## src/alu_tail_pkg.sv

```systemverilog
// Shared constants and types for the subtract, swap and XOR execute block.
// Assumes a 32-bit AXI4-Lite register bus and an 8-bit accumulator datapath.
`default_nettype none
package alu_tail_pkg;

  // ----------------------------------------------------------------------
  // Register byte offsets
  // ----------------------------------------------------------------------
  localparam logic [7:0] OFF_COMMAND   = 8'h00;
  localparam logic [7:0] OFF_ACCUM     = 8'h04;
  localparam logic [7:0] OFF_STATUS    = 8'h08;
  localparam logic [7:0] OFF_FILE_PTR  = 8'h0C;
  localparam logic [7:0] OFF_FILE_DATA = 8'h10;
  localparam logic [7:0] OFF_DIRECTION = 8'h14;
  localparam logic [7:0] OFF_WATCHDOG  = 8'h18;

  // ----------------------------------------------------------------------
  // Field positions
  // ----------------------------------------------------------------------
  localparam int CMD_OP_LSB    = 0;
  localparam int CMD_DEST_BIT  = 4;
  localparam int CMD_FILE_LSB  = 8;
  localparam int CMD_LIT_LSB   = 16;
  localparam int ST_CARRY      = 0;
  localparam int ST_NIBBLE     = 1;
  localparam int ST_ZERO       = 2;
  localparam int ST_EXPIRED    = 3;
  localparam int ST_SLEPT      = 4;

  // ----------------------------------------------------------------------
  // Reset values and operand codes
  // ----------------------------------------------------------------------
  localparam logic [7:0] ACC_RESET  = 8'h00;
  localparam logic [7:0] DIR_RESET  = 8'hFF;
  localparam logic [7:0] WDT_CLEAR  = 8'h00;
  localparam logic [7:0] PRE_CLEAR  = 8'h00;
  localparam logic [6:0] DIR_A_SEL  = 7'h05;
  localparam logic [6:0] DIR_B_SEL  = 7'h06;
  localparam logic [6:0] DIR_C_SEL  = 7'h07;
  localparam logic [1:0] RESP_OKAY  = 2'h0;
  localparam logic [1:0] RESP_SLVERR = 2'h2;

  // Operation codes carried in the command register
  typedef enum logic [3:0] {
    no_op                   = 4'h0,
    literal_subtract_op     = 4'h1,
    file_subtract_op        = 4'h2,
    subtract_with_borrow_op = 4'h3,
    nibble_swap_op          = 4'h4,
    direction_load_op       = 4'h5,
    literal_exclusive_or_op = 4'h6,
    file_exclusive_or_op    = 4'h7,
    sleep_op                = 4'h8
  } op_e;

  // Command word in its bus layout; spare bits are kept but never decoded
  typedef struct packed {
    logic [7:0] literal;
    logic       spare_hi;
    logic [6:0] file_addr;
    logic [2:0] spare_lo;
    logic       dest_file;
    op_e        op;
  } cmd_s;

  // Status flags
  typedef struct packed {
    logic sleep_entered_flag;
    logic watchdog_expired_flag;
    logic zero;
    logic nibble_borrow_flag;
    logic carry;
  } status_s;

  // Result of one subtraction
  typedef struct packed {
    logic [7:0] diff;
    logic       carry;
    logic       nibble;
  } sub_s;

endpackage
`default_nettype wire

```

## src/subtract_swap_xor_execute.sv

```systemverilog
// Execute stage for the subtract, nibble swap, XOR, direction load and sleep
// operations of an 8-bit core, with its accumulator, file and flags.
// Assumes an AXI4-Lite master with one write and one read outstanding.
// Summary of operation
// - Literal subtract puts literal minus accumulator into the accumulator.
// - Subtracts set carry and nibble flag unless accumulator part plus any borrow-in exceeds other operand.
// - Sleep clears watchdog counter and prescaler, sets expired, clears sleep-entered.
// - File subtract computes file minus accumulator, destination bit picks target.
// - Subtract with borrow also removes inverted carry, destination bit picks target.
// - Nibble swap exchanges file nibbles into destination, flags unchanged.
// - Direction load copies accumulator to port A, B or C for operand 5-7.
// - Literal XOR puts accumulator XOR literal in accumulator, zero flag only.
// - File XOR with accumulator goes to chosen destination, zero flag only.
`timescale 1ns/1ps
`default_nettype none

module subtract_swap_xor_execute #(
  parameter int FILE_DEPTH = 128
) (
  // Clock and reset
  input  wire logic        aclk,
  input  wire logic        aresetn,
  // Write address channel
  input  wire logic [7:0]  s_axi_awaddr,
  input  wire logic        s_axi_awvalid,
  output var  logic        s_axi_awready,
  // Write data channel
  input  wire logic [31:0] s_axi_wdata,
  input  wire logic [3:0]  s_axi_wstrb,
  input  wire logic        s_axi_wvalid,
  output var  logic        s_axi_wready,
  // Write response channel
  output var  logic [1:0]  s_axi_bresp,
  output var  logic        s_axi_bvalid,
  input  wire logic        s_axi_bready,
  // Read address channel
  input  wire logic [7:0]  s_axi_araddr,
  input  wire logic        s_axi_arvalid,
  output var  logic        s_axi_arready,
  // Read data channel
  output var  logic [31:0] s_axi_rdata,
  output var  logic [1:0]  s_axi_rresp,
  output var  logic        s_axi_rvalid,
  input  wire logic        s_axi_rready
);

  // ----------------------------------------------------------------------
  // Elaboration check
  // ----------------------------------------------------------------------
  // File addresses are seven bits wide, so more entries cannot be reached
  if (FILE_DEPTH < 8 || FILE_DEPTH > 128) begin : g_depth_check
    $error("FILE_DEPTH must lie between 8 and 128");
  end

  // ----------------------------------------------------------------------
  // Functions
  // ----------------------------------------------------------------------
  // Two's complement a - b - !cin, with carry meaning no borrow
  function automatic alu_tail_pkg::sub_s subtract(input logic [7:0] a,
                                                   input logic [7:0] b,
                                                   input logic       cin);
    logic [8:0] full;
    logic [4:0] low;
    full = {1'b0, a} + {1'b0, ~b} + {8'h00, cin};
    low  = {1'b0, a[3:0]} + {1'b0, ~b[3:0]} + {4'h0, cin};
    return '{diff: full[7:0], carry: full[8], nibble: low[4]};
  endfunction

  // Byte-lane merge of a bus write into a stored value
  function automatic logic [31:0] merge(input logic [31:0] old,
                                        input logic [31:0] wr,
                                        input logic [3:0]  strb);
    logic [31:0] res;
    res = old;
    for (int i = 0; i < 4; i++) begin
      if (strb[i]) begin
        res[8*i +: 8] = wr[8*i +: 8];
      end
    end
    return res;
  endfunction

  // ----------------------------------------------------------------------
  // State
  // ----------------------------------------------------------------------
  logic                  aw_full_q;
  logic                  w_full_q;
  logic [7:0]            waddr_q;
  logic [31:0]           wdata_q;
  logic [3:0]            wstrb_q;
  logic                  exec_q;
  alu_tail_pkg::cmd_s    cmd_q;
  logic [7:0]            acc_q;
  alu_tail_pkg::status_s status_q;
  logic [6:0]            file_ptr_q;
  logic [7:0]            file_q [FILE_DEPTH];
  logic [7:0]            dir_a_q;
  logic [7:0]            dir_b_q;
  logic [7:0]            dir_c_q;
  logic [7:0]            watchdog_counter_q;
  logic [7:0]            prescaler_q;
  logic                  do_write;
  logic [31:0]           cmd_word;
  logic [7:0]            file_val;
  logic [7:0]            result;
  logic                  to_file;
  logic                  to_acc;
  alu_tail_pkg::sub_s    sub_res;

  assign do_write = aw_full_q && w_full_q && !s_axi_bvalid;
  // Byte lanes not strobed keep the previous command fields
  assign cmd_word = merge({8'h00, cmd_q}, wdata_q, wstrb_q);

  // ----------------------------------------------------------------------
  // Write channels: each address and data taken once, in either order
  // ----------------------------------------------------------------------
  always_ff @(posedge aclk) begin
    if (!aresetn) begin
      s_axi_awready <= 1'b0;
      aw_full_q     <= 1'b0;
      waddr_q       <= 8'h00;
    end else begin
      s_axi_awready <= s_axi_awvalid && !s_axi_awready && !aw_full_q && !s_axi_bvalid;
      if (s_axi_awvalid && s_axi_awready) begin
        aw_full_q <= 1'b1;
        waddr_q   <= s_axi_awaddr;
      end else if (do_write) begin
        aw_full_q <= 1'b0;
      end
    end
  end

  always_ff @(posedge aclk) begin
    if (!aresetn) begin
      s_axi_wready <= 1'b0;
      w_full_q     <= 1'b0;
      wdata_q      <= 32'h0000_0000;
      wstrb_q      <= 4'h0;
    end else begin
      s_axi_wready <= s_axi_wvalid && !s_axi_wready && !w_full_q && !s_axi_bvalid;
      if (s_axi_wvalid && s_axi_wready) begin
        w_full_q <= 1'b1;
        wdata_q  <= s_axi_wdata;
        wstrb_q  <= s_axi_wstrb;
      end else if (do_write) begin
        w_full_q <= 1'b0;
      end
    end
  end

  // Response follows the register update; unmapped offsets answer SLVERR
  always_ff @(posedge aclk) begin
    if (!aresetn) begin
      s_axi_bvalid <= 1'b0;
      s_axi_bresp  <= alu_tail_pkg::RESP_OKAY;
    end else if (do_write) begin
      s_axi_bvalid <= 1'b1;
      s_axi_bresp  <= (waddr_q > alu_tail_pkg::OFF_WATCHDOG || waddr_q[1:0] != 2'h0) ?
                      alu_tail_pkg::RESP_SLVERR : alu_tail_pkg::RESP_OKAY;
    end else if (s_axi_bready) begin
      s_axi_bvalid <= 1'b0;
    end
  end

  // ----------------------------------------------------------------------
  // Command capture: a command write executes on the next edge
  // ----------------------------------------------------------------------
  always_ff @(posedge aclk) begin
    if (!aresetn) begin
      exec_q <= 1'b0;
      cmd_q  <= '0;
    end else begin
      exec_q <= do_write && waddr_q == alu_tail_pkg::OFF_COMMAND && wstrb_q[0];
      if (do_write && waddr_q == alu_tail_pkg::OFF_COMMAND) begin
        cmd_q <= alu_tail_pkg::cmd_s'(cmd_word[23:0]);
      end
    end
  end

  // ----------------------------------------------------------------------
  // Datapath
  // ----------------------------------------------------------------------
  // Borrow-in is the inverted carry only for the subtract-with-borrow form
  always_comb begin
    file_val = file_q[cmd_q.file_addr];
    result   = 8'h00;
    to_file  = 1'b0;
    to_acc   = 1'b0;
    sub_res  = subtract(file_val, acc_q,
                        (cmd_q.op == alu_tail_pkg::subtract_with_borrow_op) ? status_q.carry : 1'b1);
    unique case (cmd_q.op)
      alu_tail_pkg::literal_subtract_op: begin
        sub_res = subtract(cmd_q.literal, acc_q, 1'b1);
        result  = sub_res.diff;
        to_acc  = 1'b1;
      end
      alu_tail_pkg::file_subtract_op,
      alu_tail_pkg::subtract_with_borrow_op: begin
        result  = sub_res.diff;
        to_file = cmd_q.dest_file;
        to_acc  = !cmd_q.dest_file;
      end
      alu_tail_pkg::nibble_swap_op: begin
        result  = {file_val[3:0], file_val[7:4]};
        to_file = cmd_q.dest_file;
        to_acc  = !cmd_q.dest_file;
      end
      alu_tail_pkg::literal_exclusive_or_op: begin
        result = acc_q ^ cmd_q.literal;
        to_acc = 1'b1;
      end
      alu_tail_pkg::file_exclusive_or_op: begin
        result  = acc_q ^ file_val;
        to_file = cmd_q.dest_file;
        to_acc  = !cmd_q.dest_file;
      end
      default: begin
        result = 8'h00;
      end
    endcase
  end

  // Accumulator: execution wins over a bus write, which cannot coincide anyway
  always_ff @(posedge aclk) begin
    if (!aresetn) begin
      acc_q <= alu_tail_pkg::ACC_RESET;
    end else if (exec_q && to_acc) begin
      acc_q <= result;
    end else if (do_write && waddr_q == alu_tail_pkg::OFF_ACCUM && wstrb_q[0]) begin
      acc_q <= wdata_q[7:0];
    end
  end

  // File registers and the bus pointer into them
  always_ff @(posedge aclk) begin
    if (!aresetn) begin
      file_ptr_q <= 7'h00;
      for (int i = 0; i < FILE_DEPTH; i++) begin
        file_q[i] <= 8'h00;
      end
    end else begin
      if (exec_q && to_file) begin
        file_q[cmd_q.file_addr] <= result;
      end else if (do_write && wstrb_q[0] && waddr_q == alu_tail_pkg::OFF_FILE_DATA) begin
        file_q[file_ptr_q] <= wdata_q[7:0];
      end
      if (do_write && wstrb_q[0] && waddr_q == alu_tail_pkg::OFF_FILE_PTR) begin
        file_ptr_q <= wdata_q[6:0];
      end
    end
  end

  // Status flags: only the operations that own a flag may touch it
  always_ff @(posedge aclk) begin
    if (!aresetn) begin
      status_q <= '0;
    end else if (exec_q) begin
      unique case (cmd_q.op)
        alu_tail_pkg::literal_subtract_op,
        alu_tail_pkg::file_subtract_op,
        alu_tail_pkg::subtract_with_borrow_op: begin
          status_q.carry              <= sub_res.carry;
          status_q.nibble_borrow_flag <= sub_res.nibble;
          status_q.zero               <= (result == 8'h00);
        end
        alu_tail_pkg::literal_exclusive_or_op,
        alu_tail_pkg::file_exclusive_or_op: begin
          status_q.zero <= (result == 8'h00);
        end
        alu_tail_pkg::sleep_op: begin
          status_q.watchdog_expired_flag <= 1'b1;
          status_q.sleep_entered_flag    <= 1'b0;
        end
        default: begin
          status_q <= status_q;
        end
      endcase
    end else if (do_write && wstrb_q[0] && waddr_q == alu_tail_pkg::OFF_STATUS) begin
      status_q <= alu_tail_pkg::status_s'(wdata_q[4:0]);
    end
  end

  // Port direction registers, loaded only for operands 5, 6 and 7
  always_ff @(posedge aclk) begin
    if (!aresetn) begin
      dir_a_q <= alu_tail_pkg::DIR_RESET;
      dir_b_q <= alu_tail_pkg::DIR_RESET;
      dir_c_q <= alu_tail_pkg::DIR_RESET;
    end else if (exec_q && cmd_q.op == alu_tail_pkg::direction_load_op) begin
      if (cmd_q.file_addr == alu_tail_pkg::DIR_A_SEL) dir_a_q <= acc_q;
      if (cmd_q.file_addr == alu_tail_pkg::DIR_B_SEL) dir_b_q <= acc_q;
      if (cmd_q.file_addr == alu_tail_pkg::DIR_C_SEL) dir_c_q <= acc_q;
    end
  end

  // Free-running watchdog with an 8-bit prescaler; sleep restarts both
  always_ff @(posedge aclk) begin
    if (!aresetn) begin
      prescaler_q        <= alu_tail_pkg::PRE_CLEAR;
      watchdog_counter_q <= alu_tail_pkg::WDT_CLEAR;
    end else if (exec_q && cmd_q.op == alu_tail_pkg::sleep_op) begin
      prescaler_q        <= alu_tail_pkg::PRE_CLEAR;
      watchdog_counter_q <= alu_tail_pkg::WDT_CLEAR;
    end else begin
      prescaler_q <= prescaler_q + 8'h01;
      if (prescaler_q == 8'hFF) watchdog_counter_q <= watchdog_counter_q + 8'h01;
    end
  end

  // ----------------------------------------------------------------------
  // Read channel
  // ----------------------------------------------------------------------
  always_ff @(posedge aclk) begin
    if (!aresetn) begin
      s_axi_arready <= 1'b0;
      s_axi_rvalid  <= 1'b0;
      s_axi_rdata   <= 32'h0000_0000;
      s_axi_rresp   <= alu_tail_pkg::RESP_OKAY;
    end else begin
      s_axi_arready <= s_axi_arvalid && !s_axi_arready && !s_axi_rvalid;
      if (s_axi_arvalid && s_axi_arready) begin
        s_axi_rvalid <= 1'b1;
        s_axi_rresp  <= alu_tail_pkg::RESP_OKAY;
        unique case (s_axi_araddr)
          alu_tail_pkg::OFF_COMMAND:   s_axi_rdata <= {8'h00, cmd_q};
          alu_tail_pkg::OFF_ACCUM:     s_axi_rdata <= {24'h000000, acc_q};
          alu_tail_pkg::OFF_STATUS:    s_axi_rdata <= {27'h0, 5'(status_q)};
          alu_tail_pkg::OFF_FILE_PTR:  s_axi_rdata <= {25'h0, file_ptr_q};
          alu_tail_pkg::OFF_FILE_DATA: s_axi_rdata <= {24'h000000, file_q[file_ptr_q]};
          alu_tail_pkg::OFF_DIRECTION: s_axi_rdata <= {8'h00, dir_c_q, dir_b_q, dir_a_q};
          alu_tail_pkg::OFF_WATCHDOG:  s_axi_rdata <= {16'h0000, prescaler_q, watchdog_counter_q};
          default: begin
            s_axi_rdata <= 32'h0000_0000;
            s_axi_rresp <= alu_tail_pkg::RESP_SLVERR;
          end
        endcase
      end else if (s_axi_rready) begin
        s_axi_rvalid <= 1'b0;
      end
    end
  end
endmodule

`default_nettype wire

```

## config.mk

```make
export PLATFORM = sky130hd
export DESIGN_NAME = subtract_swap_xor_execute
export DESIGN_NICKNAME = d
export VERILOG_FILES = /design/src/alu_tail_pkg.sv /design/src/subtract_swap_xor_execute.sv
export SDC_FILE = /design/constraint.sdc
export NUM_CORES = 2
export LEC_CHECK = 0
export BUFFER_PORTS_ARGS = -buffer_cell sky130_fd_sc_hd__buf_2
export CAP_MARGIN = 40
export CORE_ASPECT_RATIO = 1.5
export CORE_MARGIN = 1.5
export CORE_UTILIZATION = 50
export CTS_BUF_LIST = sky130_fd_sc_hd__clkbuf_4 sky130_fd_sc_hd__clkbuf_8 sky130_fd_sc_hd__clkbuf_16
export DETAILED_ROUTE_END_ITERATION = 8
export PLACE_DENSITY = 0.66
export SETUP_SLACK_MARGIN = 0.05
export SYNTH_ARGS = -nofsm -noshare
export SYNTH_HDL_FRONTEND = slang
export SYNTH_SLANG_ARGS = --single-unit
```

## constraint.sdc

```tcl
create_clock -name aclk -period 5.4 [get_ports aclk]
set_clock_uncertainty 0.15 [all_clocks]
set_input_delay 0.27 -clock aclk [delete_from_list [all_inputs] [get_ports aclk]]
set_output_delay 0.27 -clock aclk [all_outputs]
set_load 0.05 [all_outputs]
```

==> metrics <==
multi-input logic area 26,600 um2; Seq. cell area 34,100 um2; GRT Util Overall 0.370; Crit path max-delay family compound AO/OA/AOI/OAI gates; Primary FF master, synth edfxtp_1; total CTS buffers 111; most frequent cells in the layout 1,063 x nor2_1, 1,024 x edfxtp_1, 533 x mux4_2; DP Worst Slack -0.377 ns; H-tree depth 3; clk slew on worst S/H paths 0.07 ns; GR Overflow Total 0; first-pass GRT wire length 333 mm; antenna-violating nets left 0; Min-Delay Path Depth 4; Slew Viols, Final 0; Pleak 24.9 nW; Hold Slack 0.170 ns; Crit-path slowest cell or4_4; final WL 236 mm; cell mode on critical path buf_12; die area 127,000 um2; die width 291 um; TritonCTS Sinks 1,191; Hold Vio Cnt, Final 0; drt wl/cell 33.9 um; dpl cells 6,586; Slew @ Worst Pin 1.03 ns; final core area utilization 0.601; Startpoint Class flip-flop; fin crit period 5.49 ns; crit path kind flip-flop to flip-flop; routability cong. 1.06; IO buf count 80; Synth-to-Final Area Change 19.3%; CTS tree yes; relative slew slack 0.316; DR vias/cell 6.72; Avg Synthesized Cell Area 13.1 um2; Hold Path Origin s_axi_wdata[14]; worst hold path class primary input to flip-flop; failing checks setup timing; CP peak stage delay 0.53 ns; Worst Path Arrival 5.82 ns; Worst R2R Path Depth 24; Die H 435 um; router iterations before antenna repair 6; critical path, cell by cell buf_12 -> buf_12 -> buf_12 -> buf_12 -> nor2b_2 -> buf_4 -> a22oi_2 -> o211ai_1 -> a31o_2 -> or4_4 -> nand3_4 -> ha_4 -> o21ai_4 -> a21oi_4 -> o21a_1 -> o211ai_1 -> nand2_2 -> xor2_2 -> a211o_1 -> o31ai_4 -> buf_6 -> buf_16 -> clkbuf_16 -> nor2_1; 1st-iter DRT viols 6,224; initial core utilization 0.504; final setup margin -0.0856 ns; Root Driver clkbuf_16; vias 46,751; #FFs+latches synth 1,191; worst path required time 5.74 ns; Worst setup EP type flip-flop; nets 5,332; share of cells above drive strength 1 0.318; Cell Count, Final, Fillers Out 6,958; CP bufs+invs 8; total core area 124,000 um2; Max VDD drop 0.264 mV; Max clock buf depth 3; number of global-route vias before repair 46,038; Async SR Flop Fraction 0; Final Total Pwr 19.6 mW; cells after synthesis 4,747; RSZ-0062 raised after global routing true; hold endpoint wdata_q[14]; EDFF count, synth 1,024; largest net degree at the start of global routing 168; Distinct cells, synth 79; number of remaining DRC errors 0; placed wire-length estimate 169 mm; YS warnings 0; Mapped Area 62,300 um2; fillers 9,499; initial antenna violation count 14; R2R setup slack -0.09 ns; row cnt 158; f_max 182 MHz; Setup-failing EPs final 187; register area share after synthesis 0.547; outcome complete, but fails checks; reg2reg end file_q[121][7]; fin crit share 1.02; crit-path max FO 8; worst-skew pair later-pin latency 0.75 ns; max_cap viols 0; commonest non-fill, non-tap cell in the layout nor2_1; Pwr Density 264 nW/um2; IO Pins 100
## synthesized netlist by cell type, types with 24 or more instances
library cell  instances  share of area
buf_6                42         0.0076
inv_1                30         0.0018
o21ai_0              34         0.0027
clkbuf_1            138         0.0083
a211oi_1             25         0.0030
o211ai_1             38         0.0046
dfxtp_1             167          0.054
nor2_1             1077          0.065
nand3_1              69         0.0055
o22ai_1              25         0.0025
buf_2                77         0.0062
nor2b_1              24         0.0024
buf_4                76         0.0092
nor2_2               90         0.0090
a21oi_1             112         0.0090
mux2i_1             171          0.027
mux4_2              533           0.19
nand2_1             438          0.026
a22oi_1              57         0.0069
edfxtp_1           1024           0.49
nor3_1               67         0.0054
buf_1                42         0.0025
## tightest hold or removal path: stages
cell and delay, ns:
dlygate4sd3_1 0.53, buf_2 0.12, nand2_1 0.05, a21oi_1 0.05
## flip-flops by register name, summed over array words and instances (netlist names), 24 cells and up, named ones only
signal and count:
file_q 1024, cmd_q 24, s_axi_rdata 24, wdata_q 24
## per-layer routing
layer / track usage / routed length (um) / vias up
li1: - / - / 19056
met4: 0.325 / 25600 / 12
met2: 0.602 / 113000 / 3240
met1: 0.408 / 74100 / 23486
met3: 0.0830 / 23200 / 957
met5: 0 / 68 / -
## layout make-up
cell class,instances,share of cell area
sequential,1191,0.459
multi-input combinational,3148,0.358
timing repair buffer,769,0.102
clock buffer,150,0.0431
tap,1600,0.0269
clock inverter,59,0.00862
inverter,32,0.00163
antenna,9,0.000303
## kinds of logic (layout without fill, tap and decap cells)
| group | after synthesis | count (layout) | share of synthesized area |
|---|---|---|---|
| and+or+nand+nor | 1916 | 1916 | 0.132 |
| xor gates and xnor gates | 26 | 26 | 0.00366 |
| buffers and inverters | 417 | 1010 | 0.0381 |
| DFF | 1191 | 1191 | 0.547 |
| adders and majority gates | 20 | 20 | 0.00438 |
| muxes | 726 | 726 | 0.224 |
| AOI/OAI and AO/OA | 450 | 450 | 0.0508 |
| other | 1 | 19 | 0.0000602 |
## power by group
group | switching, mW | internal, mW
clock | 3.64 | 4.75
combinational | 0.512 | 0.315
sequential | 0.165 | 10.2
total | 4.32 | 15.3
## repair_timing
item,CTS,global route
resized for setup,131,70
hold endpoints to repair,84,0
pin swaps,54,38
hold buffers,62,0
setup buffers,52,23
cloned,11,8
endpoints found under the setup margin,768,767
## worst max-delay path by stage
stage	slack, ns	to	cells past startpoint
5_1_grt	-0.19	file_q[66][6]	24
3_3_place_gp	-0.49	file_q[66][5]	19
3_5_place_dp	-0.38	file_q[12][6]	20
2_1_floorplan	0.52	file_q[10][6]	22
4_1_cts	-0.03	file_q[110][7]	23
6_report	-0.09	file_q[121][7]	24
## through the flow
step	setup TNS (ns)	area (um2)
after floorplan	0	62300
after global placement	-261.20	67600
after detailed placement	-176.84	67700
after CTS	-0.390	73600
after global routing	-53.02	74300
final	-5.93	74300
No activity file was read; power rests on OpenSTA's default activity.
